--- config.mk ---
export PLATFORM = sky130hd
export DESIGN_NAME = scb_ctl3_bank
export DESIGN_NICKNAME = d
export VERILOG_FILES = /design/src/hdl/scb_ctl3_bank.v /design/src/hdl/scb_sw_gate.v
export VERILOG_INCLUDE_DIRS = /design/src /design/src/hdl
export SDC_FILE = /design/constraint.sdc
export NUM_CORES = 1
export LEC_CHECK = 0
export ABC_AREA = 1
export BUFFER_PORTS_ARGS = -buffer_cell sky130_fd_sc_hd__buf_2
export CAP_MARGIN = 20
export CORE_MARGIN = 3
export CORE_UTILIZATION = 55
export DETAILED_ROUTE_END_ITERATION = 8
export HOLD_SLACK_MARGIN = 0.08
export PLACE_DENSITY_LB_ADDON = 0.12
export SLEW_MARGIN = 15
export SYNTH_ARGS = -nofsm -noshare
export SYNTH_HDL_FRONTEND = slang
export SYNTH_HIERARCHICAL = 1
export SYNTH_SLANG_ARGS = --single-unit
--- constraint.sdc ---
create_clock -name clock -period 2.65 [get_ports clock]
set_clock_uncertainty 0.2 [all_clocks]
set_input_delay 0.1325 -clock clock [delete_from_list [all_inputs] [get_ports clock]]
set_output_delay 0.1325 -clock clock [all_outputs]
set_load 0.05 [all_outputs]
--- src/hdl/scb_ctl3_defs.vh ---
// constants for the type B switch control register bank
`ifndef SCB_CTL3_DEFS_VH
`define SCB_CTL3_DEFS_VH

// ----------------------------------------
// register offsets, reset value and unmapped read data
// ----------------------------------------
`define SCB_BLK11_CTL3_OFS 8'h87
`define SCB_BLK13_CTL3_OFS 8'h8F
`define SCB_BLK20_CTL3_OFS 8'h93
`define SCB_BLK22_CTL3_OFS 8'h9B
`define SCB_CTL3_RESET 8'h00
`define SCB_UNMAPPED_RDATA 8'h00

// ----------------------------------------
// field positions
// ----------------------------------------
`define SCB_AREF_HI 7
`define SCB_AREF_LO 6
`define SCB_FB_SW_BIT 5
`define SCB_GND_SW_BIT 4
`define SCB_BSW_BIT 3
`define SCB_BSRC_BIT 2
`define SCB_PWR_HI 1
`define SCB_PWR_LO 0

// ----------------------------------------
// reference select codes
// ----------------------------------------
`define SCB_AREF_AGND 2'h0
`define SCB_AREF_HIGH 2'h1
`define SCB_AREF_LOW 2'h2
`define SCB_AREF_CMP 2'h3

`endif

--- src/hdl/scb_ctl3_bank.v ---
// control 3 register bank and switch drivers for four type B blocks
//
// Strobed register access was chosen for this implementation.
`timescale 1ns/10ps
`default_nettype none
`include "scb_ctl3_defs.vh"

// Contract
// - reference select: 00 ground, 01 high, 10 low, 11 follows comparator.
// - feedback switch enable zero keeps integrator switch always off.
// - feedback enable one, auto_null_control zero: integrator switch always on.
// - feedback enable and auto_null_control both one: switch on only during phase2.
// - output-to-ground switch off at zero, on during phase1 at one.
// - B switching disabled leaves B branch as continuous-time path.
// - B switching: both ends grounded on phase1, input/summing on phase2.
// - bit 2 picks which neighbouring block feeds the B branch.
// - four register instances, same address in either bank, read/write.
// - auto_null_control comes from bit 5 of the same block's control 2.

module scb_ctl3_bank #(
  parameter NBLK = 4
) (
  // clock and reset
  input wire clock,
  input wire rst_n,
  // register port
  input wire [7:0] reg_addr,
  input wire [7:0] reg_wdata,
  input wire reg_wr,
  input wire reg_rd,
  output reg [7:0] reg_rdata_ff,
  // analog state: per-block bits in order 11, 13, 20, 22, and the shared phase1 and phase2
  input wire [NBLK-1:0] auto_null_control,
  input wire [NBLK-1:0] cmp_out,
  input wire phase1,
  input wire phase2,
  // switch enables one bit per block, bias_power two bits per block
  output wire [NBLK-1:0] ref_gnd,
  output wire [NBLK-1:0] ref_high,
  output wire [NBLK-1:0] ref_low,
  output wire [NBLK-1:0] integ_fb_sw,
  output wire [NBLK-1:0] out_gnd_sw,
  output wire [NBLK-1:0] b_cont,
  output wire [NBLK-1:0] b_gnd_sw,
  output wire [NBLK-1:0] b_in_sw,
  output wire [NBLK-1:0] b_input_source_select,
  output wire [2*NBLK-1:0] bias_power
);

  // ----------------------------------------
  // address decode
  // ----------------------------------------
  reg [7:0] ctl_ff [0:3];
  reg [3:0] hit;
  reg [7:0] nxt_rdata;
  integer i;
  integer j;

  // bank select is not decoded: each register answers in both banks
  always @* begin
    hit[0] = (reg_addr == `SCB_BLK11_CTL3_OFS);
    hit[1] = (reg_addr == `SCB_BLK13_CTL3_OFS);
    hit[2] = (reg_addr == `SCB_BLK20_CTL3_OFS);
    hit[3] = (reg_addr == `SCB_BLK22_CTL3_OFS);
    nxt_rdata = `SCB_UNMAPPED_RDATA;
    for (i = 0; i < 4; i = i + 1) begin
      if (hit[i]) begin
        nxt_rdata = ctl_ff[i];
      end
    end
  end

  // ----------------------------------------
  // registers
  // ----------------------------------------
  always @(posedge clock or negedge rst_n) begin
    if (!rst_n) begin
      for (j = 0; j < 4; j = j + 1) begin
        ctl_ff[j] <= `SCB_CTL3_RESET;
      end
      reg_rdata_ff <= 8'h00;
    end else begin
      for (j = 0; j < 4; j = j + 1) begin
        if (reg_wr && hit[j]) begin
          ctl_ff[j] <= reg_wdata;
        end
      end
      // read data stand only in the cycle after each reg_rd cycle, zero otherwise
      reg_rdata_ff <= reg_rd ? nxt_rdata : 8'h00;
    end
  end

  // ----------------------------------------
  // per-block switch drivers
  // ----------------------------------------
  genvar g;
  generate
    for (g = 0; g < NBLK; g = g + 1) begin : blk
      scb_sw_gate u_gate (
        .clock(clock),
        .rst_n(rst_n),
        .ctl(ctl_ff[g]),
        .auto_null_control(auto_null_control[g]),
        .cmp_out(cmp_out[g]),
        .phase1(phase1),
        .phase2(phase2),
        .ref_gnd_ff(ref_gnd[g]),
        .ref_high_ff(ref_high[g]),
        .ref_low_ff(ref_low[g]),
        .integ_fb_sw_ff(integ_fb_sw[g]),
        .out_gnd_sw_ff(out_gnd_sw[g]),
        .b_cont_ff(b_cont[g]),
        .b_gnd_sw_ff(b_gnd_sw[g]),
        .b_in_sw_ff(b_in_sw[g]),
        .b_src_sel_ff(b_input_source_select[g]),
        .bias_power_ff(bias_power[2*g+1:2*g])
      );
    end
  endgenerate

endmodule // scb_ctl3_bank

`default_nettype wire

--- src/hdl/scb_sw_gate.v ---
// phase-gated switch enables for one type B block
`timescale 1ns/10ps
`default_nettype none
`include "scb_ctl3_defs.vh"

module scb_sw_gate (
  // clock and reset
  input wire clock,
  input wire rst_n,
  // control fields and analog state
  input wire [7:0] ctl,
  input wire auto_null_control,
  input wire cmp_out,
  input wire phase1,
  input wire phase2,
  // switch enables
  output reg ref_gnd_ff,
  output reg ref_high_ff,
  output reg ref_low_ff,
  output reg integ_fb_sw_ff,
  output reg out_gnd_sw_ff,
  output reg b_cont_ff,
  output reg b_gnd_sw_ff,
  output reg b_in_sw_ff,
  output reg b_src_sel_ff,
  output reg [1:0] bias_power_ff
);

  wire [1:0] aref;
  reg nxt_ref_gnd;
  reg nxt_ref_high;
  reg nxt_ref_low;
  reg nxt_integ_fb_sw;
  wire b_branch_switching_enable;

  assign aref = ctl[`SCB_AREF_HI:`SCB_AREF_LO];
  assign b_branch_switching_enable = ctl[`SCB_BSW_BIT];

  // ----------------------------------------
  // reference and feedback decode
  // ----------------------------------------
  always @* begin
    nxt_ref_gnd = 1'b0;
    nxt_ref_high = 1'b0;
    nxt_ref_low = 1'b0;
    case (aref)
      `SCB_AREF_AGND: nxt_ref_gnd = 1'b1;
      `SCB_AREF_HIGH: nxt_ref_high = 1'b1;
      `SCB_AREF_LOW: nxt_ref_low = 1'b1;
      default: begin
        nxt_ref_high = cmp_out;
        nxt_ref_low = ~cmp_out;
      end
    endcase
    if (!ctl[`SCB_FB_SW_BIT]) begin
      nxt_integ_fb_sw = 1'b0;
    end else if (!auto_null_control) begin
      nxt_integ_fb_sw = 1'b1;
    end else begin
      nxt_integ_fb_sw = phase2;
    end
  end

  // ----------------------------------------
  // output flops
  // ----------------------------------------
  always @(posedge clock or negedge rst_n) begin
    if (!rst_n) begin
      ref_gnd_ff <= 1'b0;
      ref_high_ff <= 1'b0;
      ref_low_ff <= 1'b0;
      integ_fb_sw_ff <= 1'b0;
      out_gnd_sw_ff <= 1'b0;
      b_cont_ff <= 1'b0;
      b_gnd_sw_ff <= 1'b0;
      b_in_sw_ff <= 1'b0;
      b_src_sel_ff <= 1'b0;
      bias_power_ff <= 2'h0;
    end else begin
      ref_gnd_ff <= nxt_ref_gnd;
      ref_high_ff <= nxt_ref_high;
      ref_low_ff <= nxt_ref_low;
      integ_fb_sw_ff <= nxt_integ_fb_sw;
      out_gnd_sw_ff <= ctl[`SCB_GND_SW_BIT] & phase1;
      b_cont_ff <= ~b_branch_switching_enable;
      b_gnd_sw_ff <= b_branch_switching_enable & phase1;
      b_in_sw_ff <= b_branch_switching_enable & phase2;
      b_src_sel_ff <= ctl[`SCB_BSRC_BIT];
      bias_power_ff <= ctl[`SCB_PWR_HI:`SCB_PWR_LO];
    end
  end

endmodule // scb_sw_gate

`default_nettype wire

==> flow_metrics.tcl, run 1 <==
set metrics [dict create \
    synth_fp_nets 370 \
    drc_errors 0 \
    synth_ff_type "dfrtp_1" \
    min_period_over_period_pct 75.8 \
    grt_pass1_vias 2456 \
    synth_area_per_cell_um2 9.84 \
    yosys_warnings 6 \
    syn-cell-area_um2 3350 \
    viasPerCell 4.77 \
    root_buffer "clkbuf_8" \
    worst_pin_slew_ns 0.639 \
    multi_input_area_um2 937 \
    postSynthCellCount 340 \
    diodes 0 \
    firstDrtPassIters 4 \
    die_w_um 84.0 \
    rsz0062_at_grt "false" \
    ios 82 \
    period_minus_slack_ns 2.01 \
    dpl_worst_slack_ns 0.838 \
    path_max_fanout 16 \
    p_sw_mw 0.717 \
    wire_per_inst_um 13.5 \
    cts.sinks 84 \
    reg2reg_depth 3 \
    grt_max_degree 85 \
    htreeDepth 3 \
    p_leak_nw 2.37 \
    tns_ns 0 \
    routed_wl_um 7090 \
    synthDistinctLibCells 23 \
    setup_violations 0 \
    cts_buffers 9 \
    status "completed" \
    internal_power_mw 1.89 \
    min_path_type "input port to async pin" \
    fillers 419 \
    max_freq_mhz 498 \
    critical_path_buf_inv_count 2 \
    ant_nets 0 \
    ys_ff_latch 84 \
    critPathTopFamily "simple AND/OR/NAND/NOR gates" \
    grt_usage_pct 21.7 \
    clkPwrFrac_pct 31.5 \
    netlist.area_leader.share_pct 62.8 \
    dp.final_hpwl_um 4730 \
    nNetsFinal 482 \
    worst-r2r-setup-slack_ns 1.19 \
    synth_top_area_cell "dfrtp_1" \
    hold_viol_final 0 \
    synthArstFlopShare_pct 100 \
    ir_worst_vdd_mv 0.551 \
    synth_edf_count 0 \
    synth_top_cells_by_area "dfrtp_1 (63%), inv_1 (7.6%), nand2_1 (7.1%), nand3_1 (2.8%), o21ai_1 (2.4%)" \
    first_iter_violations 91 \
    die_y_um 84.0 \
    worstPathArrival_ns 2.04 \
    dp.cells 485 \
    cts_setup_buffers 0 \
    final_cells 527 \
    clockBufferDepth 2 \
    r2r_end "blk[1].u_gate/integ_fb_sw_ff$_DFF_PN0_" \
    grt-ovfl-total 0 \
    start_util_pct 58.6 \
    setup_ws_ns 0.642 \
    ys_seq_area_share_pct 62.8 \
    vias 2513 \
    insertion_delay_ns 0.34 \
    cp_data_required_time_ns 2.68 \
    cts_tree "done" \
    cpPeakStageDelay_ns 0.53 \
    start_kind "input port" \
    combPwrFrac_pct 14.9 \
    worst_path_max_delay_cell "dlygate4sd3_1" \
    slew_headroom_pct 57.2 \
    report.final.slew_viol_count 0 \
    grt_pass1_wl_um 11800 \
    synthTopCellsByCount "dfrtp_1 (84), inv_1 (68), nand2_1 (63), nor2_1 (21), nand3_1 (19)" \
    seq_power_share_pct 53.6 \
    sw_frac_of_total_pct 27.5 \
    drive_gt1_share_pct 27.0 \
    regArea_um2 2100 \
    critPathKind "input port to register" \
    pwr_density_cell_nw_per_um2 612 \
    yosysMostFrequentCell "dfrtp_1" \
    rows 27 \
    port_buffers 81 \
    antenna_found_initial 0 \
    die_area_um2 7060 \
    critPathMostFrequentCell "nand2_1" \
    maxCapViolations 0 \
    rr_startpoint "ctl_ff[21]$_DFFE_PN0P_" \
    critPathCaptureType "register" \
    gp_congestion 0.822 \
    timing.critical_path.cells "dlygate4sd3_1 -> buf_2 -> nand2_1 -> nor2_2 -> nand2_2 -> nor2_4 -> nand2_1 -> o21a_1" \
    clkTransAtPathRegs_ns 0.07 \
    core_um2 5710 \
    synthToLayoutAreaGrowth_pct 27.4 \
]
-- cell type report --
cell class	instances	area share, %
flip-flops and latches	84	49.3
multi-input cells	180	22.0
repair buffers	109	16.6
inverters	68	5.99
clock buffers	11	3.08
well taps	72	2.11
clock inverters	3	0.940
-- layer usage --
layer / vias to the layer above / wire, um / track usage (%)
li1: 1272 / - / -
met1: 1169 / 3100 / 26.9
met2: 64 / 3550 / 36.3
met3: 8 / 335 / 6.02
met4: 0 / 105 / 7.75
met5: - / 0 / 0
-- power groups by stage --
stage,logic (mW),clock network [mW],registers (mW)
after global placement,0.346,0,1.42
after CTS,0.386,0.838,1.40
after detailed placement,0.353,0,1.42
final,0.389,0.821,1.40
after floorplan,0.0852,0,1.56
after global routing,0.421,0.904,1.41
-- worst max-delay path by stage --
stage / from / endpoint / slack [ns] / cells past startpoint
after CTS: reg_addr[3] / ctl_ff[20]$_DFFE_PN0P_ / 0.66 / 8
after global routing: reg_addr[3] / ctl_ff[17]$_DFFE_PN0P_ / 0.48 / 8
after global placement: reg_addr[3] / ctl_ff[16]$_DFFE_PN0P_ / 0.95 / 7
after detailed placement: reg_addr[3] / ctl_ff[20]$_DFFE_PN0P_ / 0.84 / 7
final: reg_addr[3] / ctl_ff[20]$_DFFE_PN0P_ / 0.64 / 8
after floorplan: reg_addr[6] / ctl_ff[21]$_DFFE_PN0P_ / 1.42 / 8
-- sequential cells by signal, indices dropped and copies added (netlist names) --
signal	count
blk.u_gate/bias_power_ff	8
blk.u_gate/b_src_sel_ff	4
blk.u_gate/integ_fb_sw_ff	4
ctl_ff	32
blk.u_gate/ref_low_ff	4
blk.u_gate/b_in_sw_ff	4
blk.u_gate/b_cont_ff	4
reg_rdata_ff	8
blk.u_gate/ref_gnd_ff	4
blk.u_gate/out_gnd_sw_ff	4
blk.u_gate/ref_high_ff	4
blk.u_gate/b_gnd_sw_ff	4
-- worst register-to-register path, stage by stage, from the launching register on --
cell and delay (ns):
dfrtp_1 0.39, inv_1 0.07, a21oi_1 0.16, dlygate4sd3_1 0.57
-- placed cells by master, fill, tap and decap left out, types with 9 or more instances in the layout --
master         netlist  layout
buf_2                5      80
clkbuf_8             0       9
dfrtp_1             84      84
dlygate4sd3_1        0      27
inv_1               68      68
nand2_1             63      63
nand3_1             19      19
nor2_1              21      21
o21ai_0             11      11
o21ai_1             16      16
-- stage by stage --
stage | power, mW | instance area [um2] | utilization (%) | hold WS, ns
finish | 2.61 | 4260 | 74.6 | 0.0643
CTS | 2.62 | 4230 | 74.2 | 0.120
detailed placement | 1.78 | 3790 | 66.4 | 0.104
global placement | 1.77 | 3790 | 66.4 | 0.103
floorplan | 1.65 | 3350 | - | -0.363
global route | 2.73 | 4260 | 74.6 | 0.0808
-- what timing repair did --
action / in CTS / in global routing
hold buffers: 27 / 0
gates resized for setup: 0 / 0
hold endpoints to repair: 148 / 0
-- cells by family (layout without fill, tap and decap cells) --
| group | Yosys count | in the layout | synth area share, % |
|---|---|---|---|
| AND/OR/NAND/NOR | 125 | 125 | 17.3 |
| flip-flops | 84 | 84 | 62.8 |
| buffers and inverters | 76 | 191 | 9.16 |
| AO/OA/AOI/OAI | 55 | 55 | 10.7 |
No activity file was read; power rests on OpenSTA's default activity.
==> inputs of run 2 (changes only) <==
- CORE_UTILIZATION: 55 -> 53
- clock period: 2.65 -> 1.9 ns (I/O delays scaled with it)
==> run 2 against run 1 <==
Compared with the run above: critical path depth unchanged; setup slack worse by 0.53 ns; routed wire length up 0.17%; sequential share of layout area down 1.5 points; via count up 2.4%; sequential cell count unchanged; clock-buffer cell count down 1.
==> flow_metrics.tcl, run 2 (same netlist as run 1, synthesis figures left out) <==
set metrics [dict create \
    setup_ws_ns 0.117 \
    status "completed" \
    antenna_found_initial 0 \
    vias 2574 \
    cp_data_required_time_ns 1.99 \
    grt_pass1_vias 2576 \
    drc_errors 0 \
    cts_resized 0 \
    min_period_over_period_pct 93.8 \
    routed_wl_um 7110 \
    ant_nets 0 \
    viasPerCell 4.78 \
    fillers 480 \
    final_common_cell "dfrtp_1" \
    gp_congestion 0.799 \
    dp.final_hpwl_um 4800 \
    clkTransAtPathRegs_ns 0.08 \
    cts_buffers 9 \
    htreeDepth 3 \
    critPathCaptureType "register" \
    cts.sinks 84 \
    grt_usage_pct 21.4 \
    place_area_um2 3850 \
    wire_per_inst_um 13.2 \
    synthToLayoutAreaGrowth_pct 31.4 \
    hold_viol_final 0 \
    die_area_um2 7300 \
    dpl_worst_slack_ns 0.299 \
    rsz0062_at_grt "false" \
    min_path_type "input port to register" \
    cts_setup_buffers 0 \
    setup_violations 0 \
    core_um2 6030 \
    nNetsFinal 489 \
    die_w_um 85.5 \
    stdcell_area_um2 4400 \
    drive_gt1_share_pct 28.2 \
    clockBufferDepth 2 \
    root_buffer "clkbuf_8" \
    maxCapViolations 0 \
    path_max_fanout 5 \
    p_leak_nw 2.43 \
    grt-ovfl-total 0 \
    insertion_delay_ns 0.34 \
    final_cell_mix "dfrtp_1 (84), buf_2 (80), inv_1 (68)" \
    report.final.slew_viol_count 0 \
    ios 82 \
    diodes 0 \
    cts_hold_buf 30 \
    ir_worst_vdd_mv 0.706 \
    firstDrtPassIters 4 \
    die_y_um 85.5 \
    critPathKind "input port to register" \
    max_freq_mhz 561 \
    port_buffers 81 \
    pwr_density_cell_nw_per_um2 917 \
    rows 28 \
    worst_pin_slew_ns 0.424 \
    first_iter_violations 175 \
    period_minus_slack_ns 1.78 \
    largest_reg_flops 32 \
    start_util_pct 55.5 \
    grt_max_degree 85 \
    cts_tree "done" \
    power_mw 4.03 \
    worstPathArrival_ns 1.87 \
    slew_headroom_pct 71.8 \
    reg_top3 "ctl_ff (32), blk.u_gate/bias_power_ff (8), reg_rdata_ff (8)" \
    grt_pass1_wl_um 12000 \
    largest-register "ctl_ff" \
    tns_ns 0 \
    final_util_pct 72.9 \
    start_kind "input port" \
]
-- run 2: cell count changes in the layout (fill, tap and decap cells not counted) --
cell	delta
clkinvlp_4	+1
bufinv_16	+2
buf_16	-1
clkbuf_8	+1
buf_4	+4
clkinv_2	-1
buf_12	+1
clkinv_4	+1
dlygate4sd3_1	+3
clkbuf_1	-2
-- run 2: path summary, 6_finish.rpt --
| check | slack, ns | depth (start not counted) | startpoint | to |
|---|---|---|---|---|
| worst max register to register | 0.28 | 5 | ctl_ff[9]$_DFFE_PN0P_ | reg_rdata_ff[1]$_DFF_PN0_ |
| max in group asynchronous | 1.04 | 3 | rst_n | blk[3].u_gate/ref_low_ff$_DFF_PN0_ |
| worst min-delay path | 0.08 | 5 | reg_addr[3] | reg_rdata_ff[0]$_DFF_PN0_ |
| min in group asynchronous | 0.13 | 3 | rst_n | blk[1].u_gate/integ_fb_sw_ff$_DFF_PN0_ |
| worst min register to register | 0.18 | 0 | ctl_ff[26]$_DFFE_PN0P_ | blk[0].u_gate/b_src_sel_ff$_DFF_PN0_ |
| worst max-delay path | 0.12 | 8 | reg_addr[2] | reg_rdata_ff[4]$_DFF_PN0_ |
-- run 2: stage by stage --
stage                     std cells  hold slack, ns
after floorplan                 340          -0.401
after global placement          493         -0.0473
after detailed placement        493         -0.0439
after CTS                       539          0.0819
after global routing            539           0.108
final                           539          0.0768
-- run 2: report_power, final --
group	internal, mW	leakage [nW]	switching (mW)	total [mW]
clock	0.909	0.122	0.633	1.54
sequential	1.89	1.07	0.0602	1.95
combinational	0.163	1.24	0.380	0.543
-- run 2: critical path, stage by stage --
cell           delay [ns]
buf_2                0.13
dlygate4sd3_1        0.57
nor3_2               0.24
nand2_1              0.10
nand2_1              0.08
nor2_1               0.05
nor2_1               0.07
dlygate4sd3_1        0.54
-- run 2: area by class of cell --
cell class | count | area [um2] | area share, %
timing repair buffer | 116 | 758 | 17.3
tap | 75 | 93.8 | 2.13
inverter | 68 | 255 | 5.81
multi-input combinational | 180 | 937 | 21.3
sequential | 84 | 2100 | 47.8
clock buffer | 10 | 138 | 3.13
clock inverter | 6 | 111 | 2.53
-- run 2: metal layers --
| metal | up-vias | global-route usage [%] | wire length (um) |
|---|---|---|---|
| li1 | 1292 | - | - |
| met1 | 1199 | 26.9 | 2960 |
| met2 | 69 | 35.7 | 3590 |
| met3 | 14 | 4.76 | 397 |
| met4 | 0 | 8.92 | 159 |
| met5 | - | 0 | 0 |
